--- config.mk ---
export PLATFORM = sky130hd
export DESIGN_NAME = wsta_sequencer
export DESIGN_NICKNAME = d
export VERILOG_FILES = /design/src/hdl/wsta_pkg.sv /design/src/hdl/wsta_duration_adjust.sv /design/src/hdl/wsta_sequencer.sv
export SDC_FILE = /design/constraint.sdc
export NUM_CORES = 1
export LEC_CHECK = 0
export BUFFER_PORTS_ARGS = -buffer_cell sky130_fd_sc_hd__clkbuf_2
export CAP_MARGIN = 10
export CORE_MARGIN = 2
export CORE_UTILIZATION = 25
export CTS_CLUSTER_SIZE = 30
export DETAILED_ROUTE_END_ITERATION = 12
export PLACE_DENSITY = 0.49
export SLEW_MARGIN = 20
export SYNTH_ARGS = -nofsm -noshare
export SYNTH_HDL_FRONTEND = slang
export SYNTH_HIERARCHICAL = 1
export SYNTH_SLANG_ARGS = --single-unit
--- constraint.sdc ---
create_clock -name sys_clk_in -period 3.2 [get_ports sys_clk_in]
set_clock_uncertainty 0.1 [all_clocks]
set_input_delay 0.48 -clock sys_clk_in [delete_from_list [all_inputs] [get_ports sys_clk_in]]
set_output_delay 0.48 -clock sys_clk_in [all_outputs]
set_load 0.1 [all_outputs]
--- src/hdl/wsta_pkg.sv ---
// package of constants for the waveform sequence and timing adjust block
`default_nettype none
package wsta_pkg;
  // ----------------------------------------
  // register map
  // ----------------------------------------
  localparam logic [7:0] ADDR_SEQUENCE_MAIN_REPEAT = 8'h19;
  localparam logic [7:0] ADDR_OVERDRIVE_TIME_ADJUST = 8'h1a;
  localparam logic [7:0] ADDR_POSITIVE_SUSTAIN_ADJUST = 8'h1b;
  localparam logic [7:0] ADDR_NEGATIVE_SUSTAIN_ADJUST = 8'h1c;
  localparam logic [7:0] ADDR_SEQ_STATUS = 8'h3f;
  localparam logic [7:0] RESET_REG = 8'h00;
  // ----------------------------------------
  // fields
  // ----------------------------------------
  localparam int REPEAT_LSB = 0;
  localparam int REPEAT_W = 3;
  localparam logic [2:0] REPEAT_FOREVER = 3'h7;
  localparam int SLOT_COUNT = 8;
  localparam int SLOT_ID_W = 8;
  localparam int SLOT_REP_W = 2;
  localparam logic [2:0] LAST_SLOT = 3'h7;
  localparam int DUR_W = 8;
  localparam int ADJ_DUR_W = 9;
  // status: bit 7 busy, bits 5-3 pass, bits 2-0 slot
  localparam int STAT_BUSY_BIT = 7;
  localparam int STAT_PASS_LSB = 3;
  localparam int STAT_SLOT_LSB = 0;
endpackage
`default_nettype wire

--- src/hdl/wsta_duration_adjust.sv ---
// sample classifier and signed duration adjuster
`default_nettype none
module wsta_duration_adjust (
  input wire logic sys_clk_in,
  input wire logic nrst_in,
  input wire logic sample_valid_in,
  input wire logic signed [7:0] sample_in,
  input wire logic [wsta_pkg::DUR_W-1:0] sample_dur_in,
  input wire logic signed [7:0] wave_max_in,
  input wire logic closed_loop_in,
  input wire logic [7:0] overdrive_time_adjust_in,
  input wire logic [7:0] positive_sustain_adjust_in,
  input wire logic [7:0] negative_sustain_adjust_in,
  output logic adj_valid_out,
  output logic signed [7:0] adj_sample_out,
  output logic [wsta_pkg::ADJ_DUR_W-1:0] adj_dur_out
);
  typedef struct packed {
    logic valid;
    logic signed [7:0] sample;
    logic [wsta_pkg::ADJ_DUR_W-1:0] dur;
  } wsta_adj_state_t;

  wsta_adj_state_t st, next_st;
  logic signed [7:0] offset;
  logic signed [9:0] sum;

  always_comb begin
    // ----------------------------------------
    // classify and pick the offset
    // ----------------------------------------
    if (sample_in == wave_max_in) begin
      offset = closed_loop_in ? 8'sh00 : $signed(overdrive_time_adjust_in);
    end else if (sample_in > 8'sh00) begin
      offset = $signed(positive_sustain_adjust_in);
    end else if (sample_in < 8'sh00) begin
      offset = $signed(negative_sustain_adjust_in);
    end else begin
      offset = 8'sh00;
    end
    // two's complement offset, one step period per unit
    sum = $signed({2'h0, sample_dur_in}) + 10'(offset);
    next_st.valid = sample_valid_in;
    next_st.sample = sample_in;
    // clamp instead of wrapping when shortened past zero
    next_st.dur = sum[9] ? 9'h000 : sum[8:0];
    if (!nrst_in) begin
      next_st = '0;
    end
  end

  always_ff @(posedge sys_clk_in) begin
    st <= next_st;
  end

  assign adj_valid_out = st.valid;
  assign adj_sample_out = st.sample;
  assign adj_dur_out = st.dur;
endmodule
`default_nettype wire

--- src/hdl/wsta_sequencer.sv ---
// sequence loop control, timing adjust registers and duration adjuster
`default_nettype none
module wsta_sequencer (
  input wire logic sys_clk_in,
  input wire logic nrst_in,
  input wire logic [7:0] reg_addr_in,
  input wire logic reg_wr_in,
  input wire logic [7:0] reg_wdata_in,
  output logic [7:0] reg_rdata_out,
  input wire logic launch_in,
  input wire logic trigger_stop_in,
  input wire logic closed_loop_in,
  input wire logic [wsta_pkg::SLOT_COUNT*wsta_pkg::SLOT_ID_W-1:0] slot_ids_in,
  input wire logic [wsta_pkg::SLOT_COUNT*wsta_pkg::SLOT_REP_W-1:0] slot_repeat_count_in,
  input wire logic effect_done_in,
  output logic effect_start_out,
  output logic [wsta_pkg::SLOT_ID_W-1:0] effect_id_out,
  output logic busy_out,
  input wire logic sample_valid_in,
  input wire logic signed [7:0] sample_in,
  input wire logic [wsta_pkg::DUR_W-1:0] sample_dur_in,
  input wire logic signed [7:0] wave_max_in,
  output logic adj_valid_out,
  output logic signed [7:0] adj_sample_out,
  output logic [wsta_pkg::ADJ_DUR_W-1:0] adj_dur_out
);
  // ----------------------------------------
  // sequencer state
  // ----------------------------------------
  typedef enum {S_IDLE, S_ISSUE, S_WAIT} wsta_phase_t;

  typedef struct packed {
    logic [7:0] sequence_main_repeat;
    logic [7:0] overdrive_time_adjust;
    logic [7:0] positive_sustain_adjust;
    logic [7:0] negative_sustain_adjust;
    logic [7:0] rdata;
    logic [2:0] trig_sync;
    logic trig_level;
    logic launch_q;
    wsta_phase_t phase;
    logic [2:0] slot;
    logic [1:0] rep;
    logic [2:0] pass;
    logic start;
    logic [7:0] id;
  } wsta_seq_state_t;

  wsta_seq_state_t st, next_st;
  logic stop_evt;
  logic [2:0] sequence_repeat_count;
  logic [wsta_pkg::SLOT_COUNT-1:0] slot_live;
  logic [wsta_pkg::SLOT_REP_W-1:0] slot_rep_of [wsta_pkg::SLOT_COUNT];

  // ----------------------------------------
  // slot lookups
  // ----------------------------------------
  function automatic logic [7:0] slot_id(input logic [63:0] ids, input logic [2:0] idx);
    slot_id = ids[idx*8 +: 8];
  endfunction

  // one decoder per slot, so the pass end test is a single bit select
  for (genvar g = 0; g < wsta_pkg::SLOT_COUNT; g++) begin : g_slot
    assign slot_live[g] = (slot_ids_in[g*wsta_pkg::SLOT_ID_W +: wsta_pkg::SLOT_ID_W] != 8'h00);
    assign slot_rep_of[g] = slot_repeat_count_in[g*wsta_pkg::SLOT_REP_W +: wsta_pkg::SLOT_REP_W];
  end

  assign sequence_repeat_count = st.sequence_main_repeat[wsta_pkg::REPEAT_LSB +: wsta_pkg::REPEAT_W];

  always_comb begin
    next_st = st;
    next_st.start = 1'b0;
    // ----------------------------------------
    // trigger pin filter
    // ----------------------------------------
    // stage one feeds only stage two; a change counts when two and three agree
    next_st.trig_sync = {st.trig_sync[1:0], trigger_stop_in};
    if (st.trig_sync[1] == st.trig_sync[2]) begin
      next_st.trig_level = st.trig_sync[2];
    end
    stop_evt = (next_st.trig_level && !st.trig_level) || !launch_in;
    next_st.launch_q = launch_in;
    // ----------------------------------------
    // register writes and reads
    // ----------------------------------------
    if (reg_wr_in) begin
      unique case (reg_addr_in)
        wsta_pkg::ADDR_SEQUENCE_MAIN_REPEAT: next_st.sequence_main_repeat = reg_wdata_in;
        wsta_pkg::ADDR_OVERDRIVE_TIME_ADJUST: next_st.overdrive_time_adjust = reg_wdata_in;
        wsta_pkg::ADDR_POSITIVE_SUSTAIN_ADJUST: next_st.positive_sustain_adjust = reg_wdata_in;
        wsta_pkg::ADDR_NEGATIVE_SUSTAIN_ADJUST: next_st.negative_sustain_adjust = reg_wdata_in;
        default: ;
      endcase
    end
    unique case (reg_addr_in)
      wsta_pkg::ADDR_SEQUENCE_MAIN_REPEAT: next_st.rdata = st.sequence_main_repeat;
      wsta_pkg::ADDR_OVERDRIVE_TIME_ADJUST: next_st.rdata = st.overdrive_time_adjust;
      wsta_pkg::ADDR_POSITIVE_SUSTAIN_ADJUST: next_st.rdata = st.positive_sustain_adjust;
      wsta_pkg::ADDR_NEGATIVE_SUSTAIN_ADJUST: next_st.rdata = st.negative_sustain_adjust;
      wsta_pkg::ADDR_SEQ_STATUS: begin
        next_st.rdata = 8'h00;
        next_st.rdata[wsta_pkg::STAT_BUSY_BIT] = (st.phase != S_IDLE);
        next_st.rdata[wsta_pkg::STAT_PASS_LSB +: 3] = st.pass;
        next_st.rdata[wsta_pkg::STAT_SLOT_LSB +: 3] = st.slot;
      end
      default: next_st.rdata = 8'h00;
    endcase
    // ----------------------------------------
    // sequencer
    // ----------------------------------------
    unique case (st.phase)
      S_IDLE: begin
        // launch edge only, so a finished sequence does not restart while the bit stays set
        if (launch_in && !st.launch_q) begin
          next_st.slot = 3'h0;
          next_st.rep = 2'h0;
          next_st.pass = 3'h0;
          if (slot_live[0]) begin
            next_st.phase = S_ISSUE;
          end
        end
      end
      S_ISSUE: begin
        next_st.start = 1'b1;
        next_st.id = slot_id(slot_ids_in, st.slot);
        next_st.phase = S_WAIT;
      end
      S_WAIT: begin
        if (effect_done_in) begin
          if (st.rep < slot_rep_of[st.slot]) begin
            next_st.rep = st.rep + 2'h1;
            next_st.phase = S_ISSUE;
          end else if (st.slot != wsta_pkg::LAST_SLOT &&
                       slot_live[3'(st.slot + 3'h1)]) begin
            next_st.rep = 2'h0;
            next_st.slot = st.slot + 3'h1;
            next_st.phase = S_ISSUE;
          end else if (sequence_repeat_count == wsta_pkg::REPEAT_FOREVER) begin
            // pass is left alone here so the status count cannot wrap
            next_st.rep = 2'h0;
            next_st.slot = 3'h0;
            next_st.phase = S_ISSUE;
          end else if (st.pass < sequence_repeat_count) begin
            next_st.rep = 2'h0;
            next_st.slot = 3'h0;
            next_st.pass = st.pass + 3'h1;
            next_st.phase = S_ISSUE;
          end else begin
            next_st.phase = S_IDLE;
          end
        end
      end
    endcase
    // a stop also drops a start that is about to issue
    if (stop_evt && st.phase != S_IDLE) begin
      next_st.phase = S_IDLE;
      next_st.start = 1'b0;
    end
    if (!nrst_in) begin
      next_st = '0;
      next_st.phase = S_IDLE;
      next_st.sequence_main_repeat = wsta_pkg::RESET_REG;
      next_st.overdrive_time_adjust = wsta_pkg::RESET_REG;
      next_st.positive_sustain_adjust = wsta_pkg::RESET_REG;
      next_st.negative_sustain_adjust = wsta_pkg::RESET_REG;
    end
  end

  // ----------------------------------------
  // state register
  // ----------------------------------------
  always_ff @(posedge sys_clk_in) begin
    st <= next_st;
  end

  // ----------------------------------------
  // outputs
  // ----------------------------------------
  assign reg_rdata_out = st.rdata;
  assign effect_start_out = st.start;
  assign effect_id_out = st.id;
  assign busy_out = (st.phase != S_IDLE);

  // ----------------------------------------
  // portion duration adjustment
  // ----------------------------------------
  wsta_duration_adjust u_adjust (
    .sys_clk_in(sys_clk_in),
    .nrst_in(nrst_in),
    .sample_valid_in(sample_valid_in),
    .sample_in(sample_in),
    .sample_dur_in(sample_dur_in),
    .wave_max_in(wave_max_in),
    .closed_loop_in(closed_loop_in),
    .overdrive_time_adjust_in(st.overdrive_time_adjust),
    .positive_sustain_adjust_in(st.positive_sustain_adjust),
    .negative_sustain_adjust_in(st.negative_sustain_adjust),
    .adj_valid_out(adj_valid_out),
    .adj_sample_out(adj_sample_out),
    .adj_dur_out(adj_dur_out)
  );
endmodule
`default_nettype wire

Word-level counts from Yosys, hierarchy flattened --
Cells that the tools add are included.
Storage, ports and cells: flip-flop bits (word level) 112, logic and storage cells 106
Cells by class: add/subtract/negate cells 4, magnitude comparators 6, equality and inequality tests 20, shifts and indexed selects 1, mux-type cells 27, bitwise logic cells 2, reduce and logical (&&, ||, !) cells 29
Operators with widths (number):
- 32-bit one-hot mux with 3 select lines | 1
- 40-bit two-way mux | 2
- 8-bit nonzero test | 8
- 64-bit by 7-bit variable part select with 8-bit output | 1
- 8-bit two-way mux | 5
- 8-bit one-hot mux with 5 select lines | 1
- 32-bit by 1-bit == test with 1-bit output (second input constant) | 1
- 32-bit by 2-bit == test with 1-bit output (second input constant) | 1
- 8-bit by 5-bit == test with 1-bit output (second input constant) | 4
- 32-bit logical NOT | 1
- 32-bit two-way mux | 1
- 32-bit nonzero test | 1
- 8-bit one-hot mux with 2 select lines | 1
- 2-bit inequality test (second input constant) | 7
- 3-bit two-way mux | 4
- 6-bit two-way mux | 2
- 9-bit by 8-bit adder with 10-bit output | 1
- 9-bit two-way mux | 1
- 8-bit by 6-bit == test with 1-bit output (second input constant) | 1
- 8-bit == test | 1
- 8-bit by 1-bit > comparator with 1-bit output (second input constant) | 1
- 8-bit by 1-bit less-than comparator with 1-bit output (second input constant) | 1
- 2-bit AND reduction | 4
- 7-bit AND reduction | 1
- other kinds (25) | 37

Depth between registers and ports, before layout --
depth after elaboration 8, gate-level depth with buffers 14

Hierarchy --
The synthesis kept the hierarchy.
Modules (own cells, without submodules):
- wsta_sequencer | times used 1, cells an instance 402, area each 3562.2 um^2, seq. area each 1281.2 um^2
- wsta_duration_adjust | times used 1, cells an instance 129, area each 1168.6 um^2, seq. area each 360.3 um^2

Least setup slack after synthesis --
No wires, ideal clock.
kind input-to-reg, start input sample_in[4], end register u_adjust.st (netlist bit u_adjust/adj_dur_out[7]), arrival 2691 ps, data required time 2984 ps, slack 294 ps, stages on the path 12, buffers on the path 0, cell sequence nor4_2 -> a21oi_1 -> a22oi_1 -> nor2_1 -> a31o_1 -> ha_1 -> a21o_1 -> a21o_1 -> a2111oi_0 -> nor3_1 -> xnor2_1 -> and3_1
Between the ends: longest elaborated chain between the ends 6, elaborated cells between the ends (all ways) 8, those cells by class add/sub (1); order compare (2); eq/ne (1); mux (3); reduce/logical (1)
Ends and longest elaborated chain:
- start: declaration | line wsta_sequencer.sv:20 | input wire logic signed [7:0] sample_in,
- 8-bit by 1-bit less-than comparator with 1-bit output | line wsta_duration_adjust.sv:36 | end else if (sample_in < 8'sh00) begin
- 8-bit two-way mux | line wsta_duration_adjust.sv:36
- 8-bit two-way mux | line wsta_duration_adjust.sv:34 | end else if (sample_in > 8'sh00) begin
- 8-bit two-way mux * | line wsta_duration_adjust.sv:32 | if (sample_in == wave_max_in) begin
- 9-bit by 8-bit adder with 10-bit output * | line wsta_duration_adjust.sv:42 | sum = $signed({2'h0, sample_dur_in}) + 10'(offset);
- 2-bit OR reduction (no line)
- end signal: assignment | line wsta_duration_adjust.sv:53 | st <= next_st;
- end: declaration | line wsta_duration_adjust.sv:24 | wsta_adj_state_t st, next_st;
Every way passes the cells marked *; elsewhere a longest branch is shown, timed or not. A chain may end at the register's enable or synchronous reset.

Final worst setup path --
start register st[15] in the netlist's numbering, end register st[14] in the netlist's numbering
Between the ends: longest elaborated chain between the ends 8, elaborated cells between the ends (all ways) 17, those cells by class add/sub (1); order compare (1); eq/ne (3); mux (9); bitwise (1); reduce/logical (2)
Ends and longest elaborated chain:
- start: declaration | line wsta_sequencer.sv:49 | wsta_seq_state_t st, next_st;
- start signal: assignment | line wsta_sequencer.sv:173 | st <= next_st;
- 3-bit by 1-bit adder with 3-bit output | line wsta_sequencer.sv:134 | slot_live[3'(st.slot + 3'h1)]) begin
- 1-bit binary-select mux with 3-bit select | line wsta_sequencer.sv:134
- 1-bit two-way mux (implied by the code) | line wsta_sequencer.sv:134
- 1-bit logical AND | line wsta_sequencer.sv:133 | end else if (st.slot != wsta_pkg::LAST_SLOT &&
- 6-bit two-way mux | line wsta_sequencer.sv:133
- 3-bit two-way mux | line wsta_sequencer.sv:130 | if (st.rep < slot_rep_of[st.slot]) begin
- 40-bit two-way mux | line wsta_sequencer.sv:129 | if (effect_done_in) begin
- 8-bit one-hot mux with 2 select lines | line wsta_sequencer.sv:111 | unique case (st.phase)
Several ways; a longest one is shown, not always the timed one. The select of a mux whose other input is x is not followed.

==> run metrics <==
outcome=finished, final reports clean; total track usage=0.1526; leakage power=2.379 nW; Slew @ Worst Pin=0.9135 ns; nets=826; worst skew pair latency=0.34 ns; Seq/Total Area, Yosys=0.3470; Power Dens Cells=436.8 nW/um^2; share of layout cells above drive strength 1=0.3348; Worst R2R Path Depth=8; hpwl dp=12280 um; design area=6072 sq um; Place WS=0.03209 ns; hold depth=2; startpoint types=flip-flop; CTS Buf Count=9; Setup TNS=0 ns; Seq cells post-synth=82; CTS clk-pin slew, worst paths=0.06 ns; slew margin rel.=0.3904; crit share post-route=0.8802; initial DRC count=247; Root Buffer=clkbuf_16; IO buf count=163; ANT nets after route=0; Core Area=18640 sq um; Vias=4588; # hold bufs at CTS=0; Setup WS post-layout=0.3834 ns; Starting Density=0.2538; synth unique cells=61; vias in the first global route=4530; Worst Path Arrival=2.98 ns; DR DRC count=0; Synth area leader=dfxtp_1; CP required=3.37 ns; initial antenna violation count=0; WL/cell=16.67 um; largest net degree at the start of global routing=41; synth warn=6; Gate Count Post-Synth=531; Max FO, Critical Path=7; commonest register cell after synthesis=dfxtp_1; top post-synthesis cells by area=dfxtp_1 35%, mux4_2 9.5%, a21oi_1 5.4%; Slew Limit Fails=0; H-tree level count=3; Vias per Instance=4.982; Design Power=2.653 mW; crit path time final=2.817 ns; num rows=50; Sink Count=82; RSZ-0062 raised after global routing=false; Post-synth top cells=82 x dfxtp_1, 59 x nand2_1, 51 x a21oi_1; GPL Wtd Cong=0.8207; Detailed Routing Iterations Pass 1=6; Critical Path Sink Type=flip-flop; Synth Cell Area=4731 sq um; Die Wd=141.6 um; Avg Cell Area, Syn=8.909 sq um; number of enable flip-flop cells after synthesis=0; net count after synthesis=675; Inserted Diodes=0; Fin. Hold Viols=0; Overflow after GRT=0; die height=141.6 um; class of the worst hold path=primary input to flip-flop; PostCTS Resize Cnt=0; Max-cap violations=0; TritonCTS clock tree=done; P&R area growth vs syn=28.35%; CTS max path bufs=2; Placed Area=5752 sq um; critical path class=flip-flop to flip-flop; VDD IR max=247.6 uV; async set-reset flop share out of synthesis=0; Detailed Route WL=15350 um; Top Ports=164; first-pass GRT wire length=23830 um; share of the synthesized area in the top cell type=0.3470; Max Fclk=0.3550 GHz; Setup Fix Bufs, Post-CTS=0; top-count cell post-synth=dfxtp_1; Final setup viols=0; Die ar.=20040 sq um
==> worst paths after layout <==
path                                 startpoint  endpoint  slack, ns
worst max register to register           st[15]    st[14]       0.38
worst min register to register           st[51]    st[52]       0.34
worst min-delay path            trigger_stop_in    st[51]       0.24
worst max-delay path                     st[15]    st[14]       0.38
==> layer usage <==
metal | global-route usage | wire length (um) | up-vias
met5 | 0 | 0 | -
met4 | 0.04737 | 327 | 0
met3 | 0.04387 | 1228 | 21
met2 | 0.2578 | 7159 | 202
met1 | 0.1883 | 6633 | 2105
li1 | - | - | 2260
==> through the flow <==
stage	hold slack, ns	utilization	instances
floorplan	0.3119	-	531
global placement	0.3127	0.3085	905
detailed placement	0.3248	0.3085	905
CTS	0.2276	0.3257	921
global route	0.2585	0.3257	921
finish	0.2405	0.3257	921
==> logic make-up (layout without fill, tap and decap cells) <==
family                   count (synthesis)  after routing  synth area share
XOR/XNOR                                14             14           0.02989
AND/OR/NAND/NOR                        211            211            0.2314
multiplexers                            34             34            0.1259
buffers and inverters                   56            212           0.05924
adder cells (fa/ha/maj)                 16             16           0.04390
flip-flops                              82             82            0.3470
AO/OA/AOI/OAI                          118            118            0.1627
==> power breakdown <==
group | internal (mW) | switching (mW)
registers | 1.05 | 0.0130
logic | 0.146 | 0.320
clock network | 0.691 | 0.435
total | 1.88 | 0.768
==> layout by cell type, fill, tap and decap left out, types with 2 or more instances in the layout <==
master / n
nor2_1: 25
and3_1: 8
nand4_1: 5
a21o_1: 6
dfxtp_1: 81
nand2b_1: 6
o31ai_1: 2
or4_1: 2
mux4_2: 20
nand2_1: 59
clkbuf_16: 9
nand4b_1: 3
buf_4: 18
or2_2: 2
a21oi_1: 51
a211oi_1: 9
o21ai_1: 6
nor2b_1: 5
o22ai_1: 3
inv_1: 13
or3_1: 2
nor3b_2: 3
nand3_1: 50
clkbuf_2: 163
xnor2_1: 13
mux2i_1: 13
clkbuf_1: 2
and2_1: 14
ha_1: 15
o21ai_0: 5
bufinv_16: 2
nor3_1: 5
nor4_1: 15
a222oi_1: 7
a22oi_1: 15
==> final cells by class <==
class,count,area (sq um)
clock buffer,11,232.7
clock inverter,5,87.58
fill,2015,12570
inverter,15,56.30
multi-input combinational,393,2809
sequential,82,1643
tap,234,292.8
timing repair buffer,181,950.9
==> worst max-delay path: stages, from the launching register on <==
cell and delay [ns]:
dfxtp_1 0.53, ha_1 0.39, nor2b_1 0.19, nand3_1 0.08, nand3_1 0.08, o41ai_1 0.66
o21ai_0 0.19, nor2_1 0.30, mux2i_1 0.22
==> sequential cells by signal, indices dropped and copies added, names as in the netlist <==
signal	flops
st	44
u_adjust/adj_dur_out	9
effect_id_out	8
reg_rdata_out	8
u_adjust/adj_sample_out	8
sequence_repeat_count	3
effect_start_out	1
u_adjust/adj_valid_out	1
(Power assumes the default switching activity.)
